==> src/hw/ftc_pkg.sv <==
package ftc_pkg;
  // register byte offsets
  localparam logic [11:0] FTC_CFG_OFFS = 12'h400;
  localparam logic [11:0] FTC_TAP0_OFFS = 12'h418;
  localparam logic [11:0] FTC_TAP1_OFFS = 12'h41A;
  localparam logic [11:0] FTC_TAP2_OFFS = 12'h41C;
  localparam logic [11:0] FTC_TAP3_OFFS = 12'h41E;
  localparam logic [11:0] FTC_CENTER_OFFS = 12'h420;
  localparam logic [11:0] FTC_TAP5_OFFS = 12'h423;
  // field widths and positions
  localparam int FTC_SIDE_W = 12;
  localparam int FTC_CENTER_W = 18;
  localparam int FTC_NUM_SIDE = 5;
  localparam int FTC_SCW_LSB = 2;
  localparam int FTC_SCW_MSB = 4;
  localparam int FTC_MERGE_BIT = 5;
  localparam int FTC_SHARE_BIT = 6;
  localparam logic [2:0] FTC_SCW_MAX = 3'h6;
  localparam int FTC_SCW_BIAS = 16;
  // reset values
  localparam logic [11:0] FTC_SIDE_RST = 12'h000;
  localparam logic [17:0] FTC_CENTER_RST = 18'h00000;
  localparam logic [7:0] FTC_CFG_RST = 8'h00;
  localparam logic [23:0] FTC_RD_ZERO = 24'h000000;
endpackage

==> src/hw/ftc_sel.sv <==
`timescale 1ns/100ps
// picks the coefficient source for the B filter
module ftc_sel
  import ftc_pkg::*;
#(
  parameter int W = 12
) (
  // selection
  input wire logic share,
  // sources
  input wire logic [W-1:0] a_coef,
  input wire logic [W-1:0] b_coef,
  // result
  output logic [W-1:0] y
);
  // share set means B follows the A set
  assign y = share ? a_coef : b_coef;
endmodule

==> src/hw/ftc_bank.sv <==
// The plain strobed port was chosen for this implementation.
`timescale 1ns/100ps
// Summary of operation
// - the first side coefficient holds a 12-bit signed value for tap one of filter A or merged.
// - the second side coefficient holds a 12-bit signed value for tap two.
// - the third side coefficient holds a 12-bit signed value for tap three.
// - the fourth side coefficient holds a 12-bit signed value for tap four.
// - the center coefficient holds an 18-bit signed value, wider than the side taps.
// - the center register spans 24 bits with six reserved upper bits, all zero after reset.
// - a 3-bit weight from 0 to 6 sets the side tap step to two to the weight minus sixteen.
// - with sharing set the B filter uses the A side taps 0..3 and center, else its own; tap5 is not switched.
// - with merge set both filters act as one over one stream; software sets it for single mode.
module ftc_bank
  import ftc_pkg::*;
#(
  parameter int SIDE_W = FTC_SIDE_W,
  parameter int CENTER_W = FTC_CENTER_W
) (
  // clock and reset
  input wire logic CLK,
  input wire logic SYS_RST,
  // register port
  input wire logic [11:0] ADDR,
  input wire logic [23:0] WDATA,
  input wire logic WR,
  input wire logic RD,
  output logic [23:0] RDATA,
  // serial link state, for write protection
  input wire logic SERIAL_LINK_ENABLE,
  // B channel own coefficients from elsewhere
  input wire logic [SIDE_W*4-1:0] B_SIDE_COEF,
  input wire logic [CENTER_W-1:0] B_CENTER_COEF,
  // coefficients to the A filter
  output logic [SIDE_W*4-1:0] A_SIDE_COEF,
  output logic [CENTER_W-1:0] A_CENTER_COEF,
  output logic [SIDE_W-1:0] A_TAP5_COEF,
  // coefficients to the B filter
  output logic [SIDE_W*4-1:0] B_SIDE_USE,
  output logic [CENTER_W-1:0] B_CENTER_USE,
  // filter controls and the write refusal flag
  output logic [2:0] SIDE_COEF_WEIGHT,
  output logic [4:0] SIDE_LSB_EXP,
  output logic FILTER_MERGE_ENABLE,
  output logic COEF_SHARE_ENABLE,
  output logic WRITE_REFUSED
);
  // the read layout pads to 24 bits and fixes six reserved center bits,
  // so other widths cannot be served
  if (SIDE_W != FTC_SIDE_W || CENTER_W != FTC_CENTER_W) begin : g_bad_width
    $error("ftc_bank: coefficient widths are fixed by the register layout");
  end
  // the weight ports are three bits wide
  if (FTC_SCW_MSB - FTC_SCW_LSB != 2) begin : g_bad_weight
    $error("ftc_bank: the weight field must be three bits wide");
  end

  // storage is plain flip-flops; a new coefficient reaches the filter the cycle
  // after its write with no staging, which is why live-link writes are dropped
  // side coefficient storage, index 0..4 maps taps 0..3 and tap5
  logic [SIDE_W-1:0] side_reg [FTC_NUM_SIDE];
  logic [CENTER_W-1:0] center_reg;
  logic [7:0] cfg_reg;
  logic [7:0] cfg_next;
  logic refused_reg;
  logic [23:0] rdata_reg;
  logic [23:0] rdata_next;
  // write qualifiers and address decode results
  logic wr_ok;
  logic wr_drop;
  int side_sel;
  logic side_hit;
  logic [2:0] side_idx;
  logic [FTC_NUM_SIDE-1:0] side_wr_sel;
  logic center_wr_sel;
  logic cfg_wr_sel;

  // address decode shared by write and read paths
  function automatic int side_index(input logic [11:0] a);
    case (a)
      FTC_TAP0_OFFS: side_index = 0;
      FTC_TAP1_OFFS: side_index = 1;
      FTC_TAP2_OFFS: side_index = 2;
      FTC_TAP3_OFFS: side_index = 3;
      FTC_TAP5_OFFS: side_index = 4;
      default: side_index = -1;
    endcase
  endfunction

  // clamp a weight code to the largest step the filter supports
  function automatic logic [2:0] weight_clamp(input logic [2:0] w);
    if (w > FTC_SCW_MAX) begin
      weight_clamp = FTC_SCW_MAX;
    end else begin
      weight_clamp = w;
    end
  endfunction

  // writes while the link runs would glitch live samples, so they are dropped
  assign wr_ok = WR && !SERIAL_LINK_ENABLE;
  assign wr_drop = WR && SERIAL_LINK_ENABLE;

  // one decode feeds every side tap select; the index is cut to three bits on purpose
  assign side_sel = side_index(ADDR);
  assign side_hit = (side_sel >= 0);
  assign side_idx = side_hit ? 3'(side_sel) : 3'h0;
  assign center_wr_sel = wr_ok && (ADDR == FTC_CENTER_OFFS);
  assign cfg_wr_sel = wr_ok && (ADDR == FTC_CFG_OFFS);

  // one write select per side tap
  always_comb begin
    side_wr_sel = {FTC_NUM_SIDE{1'b0}};
    for (int i = 0; i < FTC_NUM_SIDE; i++) begin
      side_wr_sel[i] = wr_ok && side_hit && (side_idx == 3'(i));
    end
  end

  // side taps, 12-bit signed, reserved bits 15:12 not stored
  genvar gi;
  generate
    for (gi = 0; gi < FTC_NUM_SIDE; gi++) begin : g_side
      always_ff @(posedge CLK) begin
        if (SYS_RST) begin
          side_reg[gi] <= FTC_SIDE_RST;
        end else if (side_wr_sel[gi]) begin
          side_reg[gi] <= WDATA[SIDE_W-1:0];
        end
      end
    end
  endgenerate

  // center tap, 18 bits; upper six reserved bits are not stored and read zero
  always_ff @(posedge CLK) begin
    if (SYS_RST) begin
      center_reg <= FTC_CENTER_RST;
    end else if (center_wr_sel) begin
      center_reg <= WDATA[CENTER_W-1:0];
    end
  end

  // configuration next value; an out-of-range weight is clamped rather than refused
  always_comb begin
    cfg_next = cfg_reg;
    if (cfg_wr_sel) begin
      cfg_next = WDATA[7:0];
      cfg_next[FTC_SCW_MSB:FTC_SCW_LSB] = weight_clamp(WDATA[FTC_SCW_MSB:FTC_SCW_LSB]);
    end
  end

  // configuration: weight, merge, share and the unused mode bits
  always_ff @(posedge CLK) begin
    if (SYS_RST) begin
      cfg_reg <= FTC_CFG_RST;
    end else begin
      cfg_reg <= cfg_next;
    end
  end

  // sticky flag for a write dropped during link activity; set wins over clear
  always_ff @(posedge CLK) begin
    if (SYS_RST) begin
      refused_reg <= 1'b0;
    end else if (wr_drop) begin
      refused_reg <= 1'b1;
    end else if (cfg_wr_sel) begin
      refused_reg <= 1'b0;
    end
  end

  // read mux; idle cycles and unmapped places give zero, so data stand one cycle
  always_comb begin
    rdata_next = FTC_RD_ZERO;
    if (RD) begin
      if (side_hit) begin
        rdata_next = {{(24-SIDE_W){1'b0}}, side_reg[side_idx]};
      end else if (ADDR == FTC_CENTER_OFFS) begin
        rdata_next = {6'h00, center_reg};
      end else if (ADDR == FTC_CFG_OFFS) begin
        rdata_next = {16'h0000, 1'b0, cfg_reg[6:0]};
      end
    end
  end

  // registered read data, as the bus expects it one cycle after the strobe
  always_ff @(posedge CLK) begin
    if (SYS_RST) begin
      rdata_reg <= FTC_RD_ZERO;
    end else begin
      rdata_reg <= rdata_next;
    end
  end
  assign RDATA = rdata_reg;

  // A filter taps; outputs come straight from the storage flip-flops
  generate
    for (gi = 0; gi < 4; gi++) begin : g_aout
      assign A_SIDE_COEF[gi*SIDE_W +: SIDE_W] = side_reg[gi];
    end
  endgenerate
  assign A_CENTER_COEF = center_reg;
  // tap5 travels on its own port; the B set for it lives outside this block
  assign A_TAP5_COEF = side_reg[4];

  // weight field as stored, always within 0..6 after the clamp
  assign SIDE_COEF_WEIGHT = cfg_reg[FTC_SCW_MSB:FTC_SCW_LSB];
  // exponent magnitude is sixteen minus the weight, so the lsb weighs 2^-exp
  assign SIDE_LSB_EXP = 5'(FTC_SCW_BIAS) - {2'b00, cfg_reg[FTC_SCW_MSB:FTC_SCW_LSB]};
  // mode controls handed to the filter datapath
  assign FILTER_MERGE_ENABLE = cfg_reg[FTC_MERGE_BIT];
  assign COEF_SHARE_ENABLE = cfg_reg[FTC_SHARE_BIT];
  // sticky refusal flag, cleared by the next accepted configuration write
  assign WRITE_REFUSED = refused_reg;

  // B filter source selection; a plain mux, so sharing switches in the same cycle
  // side taps 0..3 as one bus
  ftc_sel #(.W(SIDE_W*4)) u_sel_side (
    .share(cfg_reg[FTC_SHARE_BIT]),
    .a_coef(A_SIDE_COEF),
    .b_coef(B_SIDE_COEF),
    .y(B_SIDE_USE)
  );
  // center tap
  ftc_sel #(.W(CENTER_W)) u_sel_center (
    .share(cfg_reg[FTC_SHARE_BIT]),
    .a_coef(center_reg),
    .b_coef(B_CENTER_COEF),
    .y(B_CENTER_USE)
  );
endmodule

==> config.mk <==
export PLATFORM = sky130hd
export DESIGN_NAME = ftc_bank
export DESIGN_NICKNAME = d
export VERILOG_FILES = /design/src/hw/ftc_pkg.sv /design/src/hw/ftc_sel.sv /design/src/hw/ftc_bank.sv
export SDC_FILE = /design/constraint.sdc
export NUM_CORES = 1
export LEC_CHECK = 0
export BUFFER_PORTS_ARGS = -buffer_cell sky130_fd_sc_hd__buf_2
export CAP_MARGIN = 25
export CORE_MARGIN = 1
export CORE_UTILIZATION = 30
export CTS_CLUSTER_SIZE = 20
export DETAILED_ROUTE_END_ITERATION = 10
export SYNTH_ARGS = -nofsm -noshare
export SYNTH_HDL_FRONTEND = slang
export SYNTH_HIERARCHICAL = 1
export SYNTH_SLANG_ARGS = --single-unit
==> constraint.sdc <==
create_clock -name CLK -period 5.6 [get_ports CLK]
set_clock_uncertainty 0.2 [all_clocks]
set_input_delay 0.28 -clock CLK [delete_from_list [all_inputs] [get_ports CLK]]
set_output_delay 0.28 -clock CLK [all_outputs]
set_load 0.05 [all_outputs]
==> flow_metrics.tcl <==
set metrics [dict create \
    route.met3.wl_um 1079 \
    start_util_pct 30.62 \
    highest_layer "met4" \
    clk_pin_slew_ps 70 \
    dp_slack_ps 2327 \
    hold_viol 0 \
    grt_pass1_wl_um 24900 \
    timing.final.ws_setup_ps 2705 \
    drt-total-wl_um 17590 \
    routedWlPerCell_um 18.42 \
    peakVddDrop_mv 0.1160 \
    die-area_mm2 0.01888 \
    chipHeight_um 137.4 \
    power_leakage_uw 0.003241 \
    fmax_ghz 0.3455 \
    wl_met2_um 8859 \
    hpwl_um 13240 \
    antenna_cells 0 \
    timing.final.crit_share_pct 51.69 \
    max_slew_margin_pct 37.13 \
    worstSetupStartpointType "primary input" \
    grt_max_degree 60 \
    cts_buffer_depth 2 \
    ys.flop_type "edfxtp_1" \
    async_reset_ff_share_pct 0 \
    vias_per_cell 4.809 \
    synthToLayoutAreaGrowth_pct 34.49 \
    yosysWarnings 6 \
    cts_htree_levels 3 \
    required_ps 5680 \
    fin_nets 830 \
    synth_edf_count 60 \
    drv_slew 0 \
    wl_met1_um 7296 \
    cp_max_fo 13 \
    cts-buffers-inserted 9 \
    fill_cells 1784 \
    finalSetupTns_ps 0 \
    drive_gt1_share_pct 51.93 \
    firstDrtPassIters 4 \
    rsz0062_at_grt "false" \
    cts_tree "yes" \
    worst_skew_pair.late_latency_ps 350 \
    grt-ovfl-total 0 \
    cts_resized 0 \
    drc 0 \
    final_common_cell "buf_2" \
    synthCells 460 \
    whs_ps 82.79 \
    syn_area_per_cell_um2 11.96 \
    maxCapViolCount 0 \
    cp_data_arrival_time_ps 2980 \
    tightest_slew_ps 941.0 \
    power_density_mw_per_mm2 257.4 \
    period_needed_ps 2895 \
    grt_pass1_vias 4162 \
    pin_count 286 \
    status "finished, final reports clean" \
    cts_root_buffer "clkbuf_16" \
    syn_area_mm2 0.005500 \
    grt_usage_pct 18.45 \
    largest_reg_flops 60 \
    num_rows 49 \
    yosysSeqAreaShare_pct 48.77 \
    cts_num_sinks 104 \
    portBuffers 273 \
    hold_path_class "in2reg" \
    ant_nets 0 \
    fp.coreArea_mm2 0.01796 \
    vias 4593 \
    ys_seq_elements 104 \
    setup_violations 0 \
    dr.first_iter.drc_count 187 \
    die-width_um 137.4 \
    finalWeightedCongestion 0.7821 \
    antenna_found_initial 0 \
    critical_path_class "in2reg" \
    post_synth_num_cell_types 42 \
    crit_path_end_kind "flip-flop" \
    layout_common_cells "buf_2 (273), and2_1 (66), edfxtp_1 (60)" \
]
## stage by stage
step                      instance area [um2]  power, uW  std cells  util (%)
final                                    7397       1904        955     41.18
after detailed placement                 6980       1226        931     38.86
after floorplan                          5519       1113        465         -
after CTS                                7397       1917        955     41.18
after global placement                   6973       1224        930     38.82
after global routing                     7397       1962        955     41.18
## path summary, 6_finish.rpt
| check | slack, ps | cells after the start | end | start |
|---|---|---|---|---|
| setup reg to reg | 3760 | 4 | RDATA[0] | side_reg[1][0] |
| setup / recovery | 2710 | 6 | RDATA[0] | ADDR[11] |
| hold / removal | 80 | 3 | cfg_reg[2] | WDATA[2] |
| hold reg to reg | 280 | 2 | WRITE_REFUSED | WRITE_REFUSED |
## worst max-delay path, stage by stage
cell and delay [ps]:
buf_2 90, or4b_1 780, nor4_4 610, a22oi_1 210, a2111oi_0 790, o21bai_1 210
## cells in the mapped netlist, types with 2 or more instances
master	n	area share [%]
and2_1	66	7.5
buf_4	11	1.5
nand2b_1	4	0.45
a2111oi_0	7	1.1
a21o_1	5	0.68
nor3_2	2	0.36
mux2i_1	31	5.6
dfxtp_1	44	16
edfxtp_1	60	33
nand3_1	4	0.36
a311oi_1	2	0.32
nor2_1	28	1.9
or2_2	2	0.23
mux2_2	38	7.8
inv_1	6	0.41
buf_1	3	0.20
buf_6	5	1.0
nand2_1	8	0.55
or4_1	3	0.41
ha_1	2	0.45
nor3_1	4	0.36
a221o_1	3	0.55
buf_2	4	0.36
or4b_1	2	0.36
o31ai_1	4	0.55
clkbuf_1	17	1.2
nor3b_2	2	0.45
nor2b_1	2	0.23
a21oi_1	24	2.2
a22oi_1	9	1.2
a22o_1	10	1.6
clkbuf_2	2	0.18
mux2_4	30	8.2
o21bai_1	8	1.1
## power breakdown
part,switching (uW),internal (uW),total (uW)
registers,20.7,829,849
logic,262,97.2,359
clock network,281,414,695
total,564,1340,1900
## cell type report
| type | instances | area (um2) | share of cell area, % |
|---|---|---|---|
| clock buffer | 13 | 292.8 | 3.958 |
| tap | 229 | 286.5 | 3.873 |
| clock inverter | 3 | 43.79 | 0.5920 |
| sequential | 104 | 2686 | 36.32 |
| multi-input combinational | 312 | 2566 | 34.69 |
| timing repair buffer | 288 | 1499 | 20.26 |
| inverter | 6 | 22.52 | 0.3045 |
## routing by layer
layer  vias up  global-route usage, %
met4         0                  6.410
met2       189                  31.99
met5         -                      0
met3        18                  3.422
met1      2206                  22.77
li1       2180                      -
## logic make-up after synthesis
family          after synthesis  share of synthesized area, %
simple gates                131                         14.33
flops                       104                         48.77
mux                          99                         21.61
compound gates               74                         9.554
buf+inv                      49                         5.209
fa+ha+maj                     2                        0.4549
other cells                   1                       0.06818
## repair_timing
item                      in CTS  in global routing
hold buffers                   8                  0
hold endpoints to repair       7                  0
setup buffers                  0                  0
(Power assumes the default switching activity.)
